`config.mk`:
```
export PLATFORM = sky130hd
export DESIGN_NAME = fic_host
export DESIGN_NICKNAME = d
export VERILOG_FILES = /design/src/fic_pkg.sv /design/src/fic_host.sv
export SDC_FILE = /design/constraint.sdc
export NUM_CORES = 1
export LEC_CHECK = 0
export BUFFER_PORTS_ARGS = -buffer_cell sky130_fd_sc_hd__buf_4
export CORE_UTILIZATION = 55
export CTS_BUF_LIST = sky130_fd_sc_hd__clkbuf_16
export DETAILED_ROUTE_END_ITERATION = 10
export PLACE_DENSITY = 0.77
export SLEW_MARGIN = 20
export SYNTH_ARGS = -nofsm -noshare
export SYNTH_HDL_FRONTEND = slang
export SYNTH_SLANG_ARGS = --single-unit
```
`constraint.sdc`:
```
create_clock -name i_sys_clk -period 2.6 [get_ports i_sys_clk]
set_input_delay 0 -clock i_sys_clk [delete_from_list [all_inputs] [get_ports i_sys_clk]]
set_output_delay 0 -clock i_sys_clk [all_outputs]
set_load 0.1 [all_outputs]
```
`src/fic_pkg.sv`:
```
// shared constants and types for the flash identification host controller
`default_nettype none
package fic_pkg;
   // ==========================================================
   // instruction codes
   localparam logic [7:0] OP_ID = 8'h90;
   localparam logic [7:0] OP_ID2 = 8'h92;
   localparam logic [7:0] OP_ID4 = 8'h94;
   localparam logic [7:0] OP_UID = 8'h4B;
   localparam logic [7:0] OP_JID = 8'h9F;
   localparam logic [7:0] OP_PTAB = 8'h5A;
   localparam logic [7:0] OP_SERASE = 8'h44;
   localparam logic [7:0] OP_RDSR = 8'h05;
   localparam logic [7:0] MODE_BITS = 8'hF0;
   // ==========================================================
   // register map of the controller
   localparam logic [7:0] CTRL_OFS = 8'h00;
   localparam logic [7:0] ADDR_OFS = 8'h04;
   localparam logic [7:0] STAT_OFS = 8'h08;
   localparam logic [7:0] RXLO_OFS = 8'h0C;
   localparam logic [7:0] RXHI_OFS = 8'h10;
   localparam int CTRL_NB_LSB = 8;
   localparam int CTRL_POLL_BIT = 12;
   localparam int CTRL_START_BIT = 31;
   localparam int STAT_BUSY_BIT = 0;
   localparam int STAT_DONE_BIT = 1;
   localparam int SR_BUSY_BIT = 0;
   localparam int SR_WEL_BIT = 1;
   // ==========================================================
   // frame shape: lengths in link clocks, address and mode in bits
   localparam logic [6:0] CMD_CLKS = 7'h08;
   localparam logic [6:0] ADDR_BITS = 7'h18;
   localparam logic [6:0] MODE_LEN = 7'h08;
   localparam logic [6:0] QUAD_PRE_CLKS = 7'h04;
   localparam logic [6:0] UID_DUMMY_CLKS = 7'h20;
   localparam logic [6:0] PTAB_DUMMY_CLKS = 7'h08;
   // ==========================================================
   // timing
   localparam int SYS_CLK_HZ = 20_000_000;
   localparam int SCK_HZ = 2_500_000;
   localparam int SCK_HALF_CYC = SYS_CLK_HZ / (2 * SCK_HZ);
   // ==========================================================
   // types
   typedef enum logic [7:0] {
      ST_IDLE = 8'h01, ST_CMD = 8'h02, ST_PRE = 8'h04, ST_ADDR = 8'h08,
      ST_MODE = 8'h10, ST_DUMMY = 8'h20, ST_READ = 8'h40, ST_END = 8'h80
   } fic_state_e;
   typedef struct packed {
      logic [3:0] out;
      logic [3:0] oe;
   } fic_pins_s;
   typedef struct packed {
      logic [1:0] sh;
      logic [6:0] pre;
      logic [6:0] addr;
      logic [6:0] mode;
      logic [6:0] dummy;
   } fic_fmt_s;
endpackage : fic_pkg
`default_nettype wire

```
`src/fic_host.sv`:
```
// host controller issuing identification reads and security erase
// Overview of operation
// - 90h sends zero address, reads two bytes
// - 92h address and answer two bits/clock
// - dual/quad id reads send mode Fxh
// - 94h four dummies, address four bits/clock
// - 4Bh four dummy bytes, 64-bit id
// - 5Ah address, eight dummies, data at 40
// - table read keeps upper sixteen bits zero
// - erase address selects register one-three
// - select rises right after last address bit
// - select rise ends each identification read
`timescale 1ns/1ns
`default_nettype none
module fic_host #(
   parameter int HALF_CYC = fic_pkg::SCK_HALF_CYC
) (
   input wire logic i_sys_clk,
   input wire logic i_rst_n,
   input wire logic [7:0] i_addr,
   input wire logic [31:0] i_wdata,
   input wire logic i_wr,
   input wire logic i_rd,
   output logic [31:0] o_rdata,
   output logic o_spi_cs_n,
   output logic o_spi_sck,
   output var fic_pkg::fic_pins_s o_io_pins,
   input wire logic [3:0] i_io_in
);
   import fic_pkg::*;

   // ==========================================================
   // state
   fic_state_e st_r, st_nxt;
   logic [7:0] op_r, cur_op_r;
   logic [23:0] addr_r;
   logic [3:0] nb_r, cur_nb_r;
   logic poll_r, polling_r, repoll_r, start_pend_r;
   logic busy_r, done_r;
   logic [7:0] sr_r;
   logic [63:0] rx_r, rx_nxt;
   logic [39:0] tx_r, tx_nxt;
   logic [6:0] cnt_r, cnt_nxt, rise_cnt_r, n_rd;
   logic [7:0] half_r;
   logic sck_r, sck_nxt, cs_n_r, cs_nxt;
   logic [3:0] sync1_r, sync2_r;
   fic_pins_s pins_r;
   logic [31:0] rdata_r;
   fic_fmt_s f;
   logic tick, launch, end_evt, rise, repoll_cond;

   // ==========================================================
   // per-instruction frame shape
   function automatic fic_fmt_s fmt_of(input logic [7:0] op);
      fic_fmt_s r;
      r = '0;
      case (op)
         OP_ID: r.addr = ADDR_BITS;
         OP_ID2: begin
            r.sh = 2'd1;
            r.addr = ADDR_BITS >> 1;
            r.mode = MODE_LEN >> 1;
         end
         OP_ID4: begin
            r.sh = 2'd2;
            r.pre = QUAD_PRE_CLKS;
            r.addr = ADDR_BITS >> 2;
            r.mode = MODE_LEN >> 2;
         end
         OP_UID: r.dummy = UID_DUMMY_CLKS;
         OP_PTAB: begin
            r.addr = ADDR_BITS;
            r.dummy = PTAB_DUMMY_CLKS;
         end
         OP_SERASE: r.addr = ADDR_BITS;
         default: r.addr = '0;
      endcase
      return r;
   endfunction : fmt_of

   // address forced into its legal shape per instruction
   function automatic logic [23:0] fix_addr(input logic [7:0] op,
                                           input logic [23:0] a);
      logic [23:0] r;
      r = a;
      if (op == OP_ID) begin
         r = '0;
      end else if (op == OP_PTAB) begin
         r = {16'h0000, a[7:0]};
      end else if (op == OP_SERASE) begin
         r = {8'h00, a[15:12], 4'h0, a[7:0]};
      end
      return r;
   endfunction : fix_addr

   // next phase with a non-zero length; a frame with none left ends
   function automatic fic_state_e step(input fic_state_e s,
                                       input fic_fmt_s g,
                                       input logic [6:0] nr);
      fic_state_e r;
      r = ST_END;
      if (s == ST_CMD && g.pre != '0) begin
         r = ST_PRE;
      end else if (s inside {ST_CMD, ST_PRE} && g.addr != '0) begin
         r = ST_ADDR;
      end else if (s inside {ST_CMD, ST_PRE, ST_ADDR} && g.mode != '0) begin
         r = ST_MODE;
      end else if (s inside {ST_CMD, ST_PRE, ST_ADDR, ST_MODE}
                   && g.dummy != '0) begin
         r = ST_DUMMY;
      end else if (s != ST_READ && nr != '0) begin
         r = ST_READ;
      end
      return r;
   endfunction : step

   function automatic logic [6:0] len_of(input fic_state_e s,
                                         input fic_fmt_s g,
                                         input logic [6:0] nr);
      logic [6:0] r;
      case (s)
         ST_PRE: r = g.pre;
         ST_ADDR: r = g.addr;
         ST_MODE: r = g.mode;
         ST_DUMMY: r = g.dummy;
         ST_READ: r = nr;
         default: r = '0;
      endcase
      return r;
   endfunction : len_of

   // lane use; hold and protect lines are driven high when not data
   function automatic fic_pins_s pins_of(input fic_state_e s,
                                         input logic [1:0] sh,
                                         input logic [39:0] t);
      fic_pins_s r;
      logic [1:0] w;
      w = (s inside {ST_ADDR, ST_MODE, ST_READ}) ? sh : 2'd0;
      r.out = 4'hC;
      r.oe = 4'hD;
      if (s == ST_READ) begin
         r.oe = (w == 2'd0) ? 4'hD : (w == 2'd1) ? 4'hC : 4'h0;
      end else if (s inside {ST_IDLE, ST_END, ST_PRE, ST_DUMMY}) begin
         r.out = 4'hC;
      end else if (w == 2'd0) begin
         r.out = {3'b110, t[39]};
      end else if (w == 2'd1) begin
         r.out = {2'b11, t[39:38]};
         r.oe = 4'hF;
      end else begin
         r.out = t[39:36];
         r.oe = 4'hF;
      end
      return r;
   endfunction : pins_of

   assign f = fmt_of(cur_op_r);
   assign n_rd = 7'({cur_nb_r, 3'b000} >> f.sh);
   assign tick = (half_r == '0);
   assign launch = (st_r == ST_IDLE) && (start_pend_r || repoll_r);
   assign end_evt = (st_r == ST_END) && tick;
   assign rise = tick && !sck_r && !(st_r inside {ST_IDLE, ST_END});
   // with polling on, erase done on the host side only once busy reads back clear
   assign repoll_cond = poll_r && ((cur_op_r == OP_SERASE)
      || (polling_r && rx_r[SR_BUSY_BIT]));

   // ==========================================================
   // link sequencing: data changes on falls, samples on rises
   always_comb begin
      st_nxt = st_r;
      cnt_nxt = cnt_r;
      tx_nxt = tx_r;
      rx_nxt = rx_r;
      sck_nxt = sck_r;
      cs_nxt = cs_n_r;
      case (st_r)
         ST_IDLE: begin
            if (launch) begin
               st_nxt = ST_CMD;
               cnt_nxt = CMD_CLKS;
               tx_nxt = {repoll_r ? OP_RDSR : op_r,
                         fix_addr(op_r, addr_r), MODE_BITS};
               rx_nxt = '0;
               cs_nxt = 1'b0;
            end
         end
         ST_END: begin
            if (tick) begin
               st_nxt = ST_IDLE;
            end
         end
         default: begin
            if (tick && !sck_r) begin
               sck_nxt = 1'b1;
               cnt_nxt = cnt_r - 7'd1;
               if (st_r == ST_READ) begin
                  // device shifts on falls; we take it on rises
                  case (f.sh)
                     2'd0: rx_nxt = {rx_r[62:0], sync2_r[1]};
                     2'd1: rx_nxt = {rx_r[61:0], sync2_r[1:0]};
                     default: rx_nxt = {rx_r[59:0], sync2_r};
                  endcase
               end
            end else if (tick) begin
               sck_nxt = 1'b0;
               if (st_r == ST_CMD) begin
                  tx_nxt = tx_r << 1;
               end else if (st_r inside {ST_ADDR, ST_MODE}) begin
                  tx_nxt = tx_r << (3'd1 << f.sh);
               end
               if (cnt_r == '0) begin
                  st_nxt = step(st_r, f, n_rd);
                  cnt_nxt = len_of(st_nxt, f, n_rd);
                  // select rises right after the last bit
                  cs_nxt = (st_nxt == ST_END);
               end
            end
         end
      endcase
   end

   // half-period divider, restarted at launch for full setup time
   always_ff @(posedge i_sys_clk) begin
      if (!i_rst_n) begin
         half_r <= '0;
      end else if (tick || launch) begin
         half_r <= 8'(HALF_CYC - 1);
      end else begin
         half_r <= half_r - 8'd1;
      end
   end

   // link registers and pins
   always_ff @(posedge i_sys_clk) begin
      if (!i_rst_n) begin
         st_r <= ST_IDLE;
         cnt_r <= '0;
         tx_r <= '0;
         rx_r <= '0;
         sck_r <= 1'b0;
         cs_n_r <= 1'b1;
         pins_r <= '{out: 4'hC, oe: 4'hD};
      end else begin
         st_r <= st_nxt;
         cnt_r <= cnt_nxt;
         tx_r <= tx_nxt;
         rx_r <= rx_nxt;
         sck_r <= sck_nxt;
         cs_n_r <= cs_nxt;
         pins_r <= pins_of(st_nxt, f.sh, tx_nxt);
      end
   end

   // two-stage capture of the io pins
   always_ff @(posedge i_sys_clk) begin
      if (!i_rst_n) begin
         sync1_r <= '0;
         sync2_r <= '0;
      end else begin
         sync1_r <= i_io_in;
         sync2_r <= sync1_r;
      end
   end

   // ==========================================================
   // command bookkeeping and erase polling
   always_ff @(posedge i_sys_clk) begin
      if (!i_rst_n) begin
         cur_op_r <= OP_RDSR;
         cur_nb_r <= '0;
         polling_r <= 1'b0;
         repoll_r <= 1'b0;
         start_pend_r <= 1'b0;
         busy_r <= 1'b0;
         sr_r <= '0;
      end else begin
         if (launch) begin
            cur_op_r <= repoll_r ? OP_RDSR : op_r;
            cur_nb_r <= repoll_r ? 4'd1 : nb_r;
            polling_r <= repoll_r;
            repoll_r <= 1'b0;
            start_pend_r <= 1'b0;
         end else if (end_evt) begin
            repoll_r <= repoll_cond;
            busy_r <= repoll_cond;
         end else if (i_wr && i_addr == CTRL_OFS && i_wdata[CTRL_START_BIT]
                      && !busy_r) begin
            start_pend_r <= 1'b1;
            busy_r <= 1'b1;
         end
         // last status byte: write latch and busy bits show here
         if (end_evt && cur_op_r == OP_RDSR) begin
            sr_r <= rx_r[7:0];
         end
      end
   end

   // completion flag; a completion beats a clearing read
   always_ff @(posedge i_sys_clk) begin
      if (!i_rst_n) begin
         done_r <= 1'b0;
      end else if (end_evt && !repoll_cond) begin
         done_r <= 1'b1;
      end else if (i_rd && i_addr == STAT_OFS) begin
         done_r <= 1'b0;
      end
   end

   // ==========================================================
   // register port
   always_ff @(posedge i_sys_clk) begin
      if (!i_rst_n) begin
         op_r <= OP_JID;
         addr_r <= '0;
         nb_r <= 4'd3;
         poll_r <= 1'b0;
      end else if (i_wr && i_addr == CTRL_OFS && !busy_r) begin
         op_r <= i_wdata[7:0];
         nb_r <= i_wdata[CTRL_NB_LSB +: 4]; // more bytes alternate
         poll_r <= i_wdata[CTRL_POLL_BIT];
      end else if (i_wr && i_addr == ADDR_OFS && !busy_r) begin
         addr_r <= i_wdata[23:0];
      end
   end

   always_ff @(posedge i_sys_clk) begin
      if (!i_rst_n) begin
         rdata_r <= '0;
      end else if (i_rd && i_addr == CTRL_OFS) begin
         rdata_r <= {19'h0, poll_r, nb_r, op_r};
      end else if (i_rd && i_addr == ADDR_OFS) begin
         rdata_r <= {8'h00, addr_r};
      end else if (i_rd && i_addr == STAT_OFS) begin
         rdata_r <= {16'h0000, sr_r, 6'h00, done_r, busy_r};
      end else if (i_rd && i_addr == RXLO_OFS) begin
         rdata_r <= rx_r[31:0];
      end else if (i_rd && i_addr == RXHI_OFS) begin
         rdata_r <= rx_r[63:32];
      end else begin
         rdata_r <= '0;
      end
   end

   // rising clocks seen in the current frame, for checking only
   always_ff @(posedge i_sys_clk) begin
      if (!i_rst_n || cs_n_r) begin
         rise_cnt_r <= '0;
      end else if (rise) begin
         rise_cnt_r <= rise_cnt_r + 7'd1;
      end
   end

   assign o_rdata = rdata_r;
   assign o_spi_cs_n = cs_n_r;
   assign o_spi_sck = sck_r;
   assign o_io_pins = pins_r;
endmodule : fic_host
`default_nettype wire

```
After elaboration in Yosys (flattened, before gate mapping):

Cells that the tools add are included.

* add/sub/neg operators: 2
* $mul: 0
* $lt $le $gt $ge: 0
* equality and inequality tests: 39
* bitwise operators: 6
* reduce and logical (&&, ||, !) cells: 72
* divide/modulo/power cells: 0
* mux-type cells: 67
* shifts and indexed selects: 3

Operators by type and width (number)
* $pmux 64 s2: 2
* $mux 40: 5
* $mux 64: 3
* $mux 24: 5
* $mux 8: 15
* $pmux 40 s2: 1
* $eq 8x7->1 const B: 8
* $mux 32: 2
* $eq 8x8->1 const B: 7
* $eq 8x3->1 const B: 5
* $eq 8x4->1 const B: 5
* $shl 40x3->40: 1
* $pmux 7 s5: 1
* $reduce_bool 7->1: 5
* $eq 8x5->1 const B: 4
* $mux 7: 4
* $mux 4: 6
* $logic_and 1x1->1: 23
* $reduce_bool 2->1: 9
* $eq 8x1->1 const B: 2
* $eq 8x6->1 const B: 2
* $logic_not 8->1: 2
* $pmux 8 s2: 1
* $pmux 5 s3: 1
* 33 further kinds: 70

* output and inout port bits: 42
* ROM bits: 0
* logic and storage cells: 219
* bits in latches: 0
* input port bits: 48
* memories: 0
* register bits after elaboration: 239
* bits in writable memories: 0

Logic depth before layout (Yosys ltp):

* depth after elaboration: 26
* mapped depth: 12
* gate-level depth less buffers: 11

Worst setup path before layout:

Ideal clock, no wire load.

* kind: register -> register
* start point: register sck_r (netlist: o_spi_sck)
* end point: register pins_r, in the netlist o_io_pins[4]
* buffers on the path: 0
* cell stages (with the launch flop): 8
* required time: 2469 ps
* slack: -319 ps
* setup time: 131 ps
* data arrival time: 2789 ps
* period minus slack after synthesis: 2919 ps
* path through: dfxtp_1 -> nand3_1 -> nor2_1 -> mux2_4 -> o22a_1 -> mux2_2 -> o31ai_1 -> a22oi_1

* word-level cells in the longest chain between the ends: 10
* elaborated cells between the ends (all ways): 21
* classes of those cells: eq/ne (8); mux (7); reduce/logical (6)

RTL lines
* start, declared: line fic_host.sv:45 `logic sck_r, sck_nxt, cs_n_r, cs_nxt;`
* start signal, assigned: line fic_host.sv:248 `sck_r <= sck_nxt;`
* $logic_not 1->1 *: line fic_host.sv:193 `if (tick && !sck_r) begin`
* $logic_and 1x1->1 *: line fic_host.sv:193
* $mux 8: line fic_host.sv:193
* $pmux 8 s2: line fic_host.sv:176 `case (st_r)`
* $eq 8x4->1, or another cell as far along: line fic_host.sv:138 `w = (s inside {ST_ADDR, ST_MODE, ST_READ}) ? sh : 2'd0;`
* $reduce_bool 3->1: line fic_host.sv:138
* $mux 2: line fic_host.sv:138
* $eq 2x1->1: line fic_host.sv:147 `end else if (w == 2'd1) begin`
* $mux 6: line fic_host.sv:147
* $mux 1: line fic_host.sv:145 `end else if (w == 2'd0) begin`
* end signal, assigned: line fic_host.sv:242 `pins_r <= '{out: 4'hC, oe: 4'hD};`
* end signal, assigned: line fic_host.sv:250 `pins_r <= pins_of(st_nxt, f.sh, tx_nxt);`
* end, declared: line fic_host.sv:47 `fic_pins_s pins_r;`

Every way passes the cells marked *; elsewhere a longest branch is shown, timed or not. The select of a mux whose other input is x is not followed.
A chain may end at the register's enable or synchronous reset.

Final worst setup path:

* start point: register cur_op_r[3]
* end point: register pins_r, in the netlist o_io_pins[7]

* word-level cells in the longest chain between the ends: 23
* elaborated cells between the ends (all ways): 56
* classes of those cells: eq/ne (14); shift (3); mux (24); reduce/logical (15)

RTL lines
* start, declared: line fic_host.sv:35 `logic [7:0] op_r, cur_op_r;`
* start signal, assigned: line fic_host.sv:278 `cur_op_r <= repoll_r ? OP_RDSR : op_r;`
* $eq 8x8->1: line fic_host.sv:57 `case (op)`
* $pmux 2 s2: line fic_host.sv:57
* $shr 7x2->7: line fic_host.sv:158 `assign n_rd = 7'({cur_nb_r, 3'b000} >> f.sh);`
* $reduce_bool 7->1: line fic_host.sv:111 `end else if (s != ST_READ && nr != '0) begin`
* $logic_and 1x1->1: line fic_host.sv:111
* $mux 8: line fic_host.sv:111
* $mux 8: line fic_host.sv:108 `end else if (s inside {ST_CMD, ST_PRE, ST_ADDR, ST_MODE}`
* $mux 8: line fic_host.sv:106 `end else if (s inside {ST_CMD, ST_PRE, ST_ADDR} && g.mode != '0) begin`
* [7 not listed]
* $mux 8: line fic_host.sv:204 `end else if (tick) begin`
* $mux 8: line fic_host.sv:193
* $pmux 8 s2: line fic_host.sv:176
* $eq 8x4->1, or another cell as far along: line fic_host.sv:138
* $reduce_bool 3->1: line fic_host.sv:138
* $mux 2: line fic_host.sv:138
* $eq 2x1->1 / $logic_not 2->1 (equally long branches): line fic_host.sv:147, fic_host.sv:145
* $reduce_or 5->1 (no source line)

Several ways; a longest one is shown, not always the timed one. The select of a mux whose other input is x is not followed.

==> results.sh <==
export IMPL_io_pins=90
export IMPL_vias_per_cell=6.32
export IMPL_finalWirelength_um=39900
export IMPL_slew_headroom=0.496
export IMPL_cts_made_buffers=26
export IMPL_drive_above_1_share=0.182
export IMPL_max_cap_violations=0
export IMPL_hold_path_class="input pin to flip-flop"
export IMPL_violations="negative setup slack"
export IMPL_synth_area_top_cells="dfxtp_1 (39%), nand2_1 (5.7%), a21oi_1 (5.5%)"
export IMPL_wl_per_cell_um=20.0
export IMPL_yosysSeqAreaShare=0.394
export IMPL_rsz0062_at_grt="yes"
export IMPL_leakage_nw=5.39
export IMPL_ys_seq_elements=238
export IMPL_die_h_um=150
export IMPL_worstPathMaxFanout=5
export IMPL_start_util=0.569
export IMPL_syn_cell_area_um2=12100
export IMPL_max_freq_ghz=0.363
export IMPL_clk_latency_ns=0.54
export IMPL_diodes=0
export IMPL_place_hpwl_um=26200
export IMPL_final_util=0.710
export IMPL_drt_iter0_drc=1524
export IMPL_syn_inst=1558
export IMPL_clkTransAtPathRegs_ns=0.06
export IMPL_hold_violations=0
export IMPL_path_delay_family="simple AND/OR/NAND/NOR gates"
export IMPL_r2r_start="cur_op_r[3]"
export IMPL_crit_buf_inv=1
export IMPL_port_buffers=82
export IMPL_ff2ff_setup_slack_ns=-0.15
export IMPL_grt_pass1_vias=11600
export IMPL_ys_flop_type="dfxtp_1"
export IMPL_dp_cells=1913
export IMPL_crit_slowest_cell="or4b_4"
export IMPL_whs_path_depth=6
export IMPL_vias=12600
export IMPL_final_cell_mix="dfxtp_1 (232), buf_4 (196), nand2_1 (182), nor2_1 (152), a21oi_1 (132)"
export IMPL_synthArstFlopShare=0
export IMPL_min_to="addr_r[3]"
export IMPL_syn_num_nets=1609
export IMPL_final_seq_area_um2=4770
export IMPL_grt_pass1_wl_um=62600
export IMPL_antenna_found_initial=0
export IMPL_grt_max_degree=82
export IMPL_setup_viol=6
export IMPL_yosysTopAreaCell="dfxtp_1"
export IMPL_worstPathArrival_ns=3.17
export IMPL_start_kind="flip-flop"
export IMPL_place_ws_ns=-0.136
export IMPL_finalCritPeriodShare=1.06
export IMPL_path_cells="or4b_4, or3_4, buf_4, a31oi_4, nand2_2, a21bo_2, nor3_2, nand2_1, or3_1"
export IMPL_die_area_um2=22600
export IMPL_coreArea_um2=21300
export IMPL_grt_remaining_overflow=0
export IMPL_tightest_slew_ns=0.756
export IMPL_synth_edff_count=0
export IMPL_avgSynthCellArea_um2=7.77
export IMPL_fin_worst_skew_ns=0.0177
export IMPL_grt_use_total=0.348
export IMPL_cts_sinks=238
export IMPL_tritoncts="built"
export IMPL_powerDensity_nw_per_um2=585
export IMPL_drt_antenna_violating_nets=0
export IMPL_root_buffer="clkbuf_16"
export IMPL_hp_start="i_addr[1]"
export IMPL_rows=53
export IMPL_syn_to_final_growth_pct=24.9
export IMPL_fin_hold_ws_ns=0.0236
export IMPL_status="finished with violations"
export IMPL_setup_slack_ns=-0.155
export IMPL_die_x_um=150
export IMPL_peakVddDrop_uv=559
export IMPL_clock_path_buffers=3
export IMPL_mostFrequentLayoutCell="dfxtp_1"
export IMPL_drt_pass1_iterations=6
export IMPL_worstRegToRegCells=9
export IMPL_nets=1756
export IMPL_synth_top_area_share=0.394
export IMPL_stdcell_count=2000
export IMPL_worstSetupPathType="flip-flop to flip-flop"
export IMPL_fin_crit_ns=2.75
export IMPL_cp_required_ns=3.01
export IMPL_finalWeightedCongestion=0.973
export IMPL_slew_viol_final=0
export IMPL_cts_htree_levels=1
export IMPL_yosys_warnings=0
export IMPL_drc=0
export IMPL_max_stage_delay_ns=0.54
export IMPL_fill_cells=1696
export IMPL_yosysUniqueCellTypes=71
export IMPL_r2r_end="o_io_pins[7]"
export IMPL_critPathCaptureType="flip-flop"
export IMPL_multi_input_area_um2=7020
==> cells by family (layout without fill, tap and decap cells) <==
logic type / after synthesis / count (layout) / share of synthesized area
and+or+nand+nor: 650 / 650 / 0.270
buffers and inverters: 133 / 300 / 0.0427
DFF: 238 / 238 / 0.394
AOI/OAI and AO/OA: 504 / 504 / 0.266
xor gates and xnor gates: 14 / 14 / 0.0101
muxes: 16 / 16 / 0.0137
adders and majority gates: 3 / 3 / 0.00310
==> worst min-delay path: stages <==
cell and delay [ns]:
buf_4 0.09, nor4_1 0.05, nand2_1 0.11, nor2_2 0.11, nand2_1 0.08, a21boi_0 0.06
==> routing by layer <==
layer / GRT usage / vias to the layer above / wire, µm
met4: 0.0884 / 0 / 963
met3: 0.0733 / 83 / 4360
met2: 0.518 / 713 / 17200
met1: 0.507 / 5905 / 17400
met5: 0 / - / 0
li1: - / 5948 / -
==> metrics by stage <==
stage                     setup TNS (ns)  instance area [µm²]  power, mW
after global placement            -0.176                13600       5.02
after global routing               -1.29                15100       9.15
after floorplan                   -0.109                12100       4.59
final                             -0.561                15100       8.85
after detailed placement          -0.335                13600       5.04
after CTS                         -0.399                14900       8.83
==> layout make-up <==
cell class / instances / share of cell area
timing repair buffer: 243 / 0.138
sequential: 238 / 0.316
tap: 275 / 0.0228
multi-input combinational: 1187 / 0.464
clock buffer: 26 / 0.0430
clock inverter: 22 / 0.0146
inverter: 9 / 0.00223
==> state kept, by name, indices dropped and copies added (netlist names), 24 cells and up <==
name	flops
tx_r	40
rx_r	64
o_rdata	32
addr_r	24
==> synthesized netlist by cell type (5+ instances only) <==
cell      count
and3_1       10
o21ai_0      79
nand3_1      29
dfxtp_1     238
inv_1         9
a21boi_0     53
a21oi_1     132
o31ai_1      11
xor2_1        8
mux2i_1      14
a221oi_1      7
nor2_1      158
buf_1         5
o22ai_1      71
nor2b_1      81
o211ai_1      9
a22oi_1      84
nor4b_1       5
nor4_1       67
nand2b_1      9
xnor2_1       6
clkbuf_1    112
o21a_1        7
nand2_1     183
buf_2         5
a31oi_1      12
nor3_1       17
nand3b_1      9
o221ai_1      8
and2_1       45
or3_1         5
o21ai_1       5
==> power by group <==
part	internal, mW	leakage [nW]	switching (mW)
clock network	2.22	0.428	1.57
logic	0.520	3.04	0.693
registers	3.74	1.92	0.102
total	6.48	5.39	2.37
==> how the worst max path moves through the flow <==
stage	end	start	cells after the start
global route	o_io_pins[7]	cur_op_r[3]	10
detailed placement	o_io_pins[4]	cur_op_r[1]	9
floorplan	o_io_pins[7]	cur_op_r[3]	9
CTS	o_io_pins[4]	cur_op_r[3]	9
global placement	o_io_pins[7]	cur_op_r[1]	9
finish	o_io_pins[7]	cur_op_r[3]	9
==> timing repair <==
action	CTS	global route
gates resized for setup	12	30
endpoints found under the hold margin	78	0
endpoints found under the setup margin	12	49
pin swaps	6	1
buffers inserted	4	1
cloned	0	2
hold buffers	32	0
No activity file was read; power rests on OpenSTA's default activity.
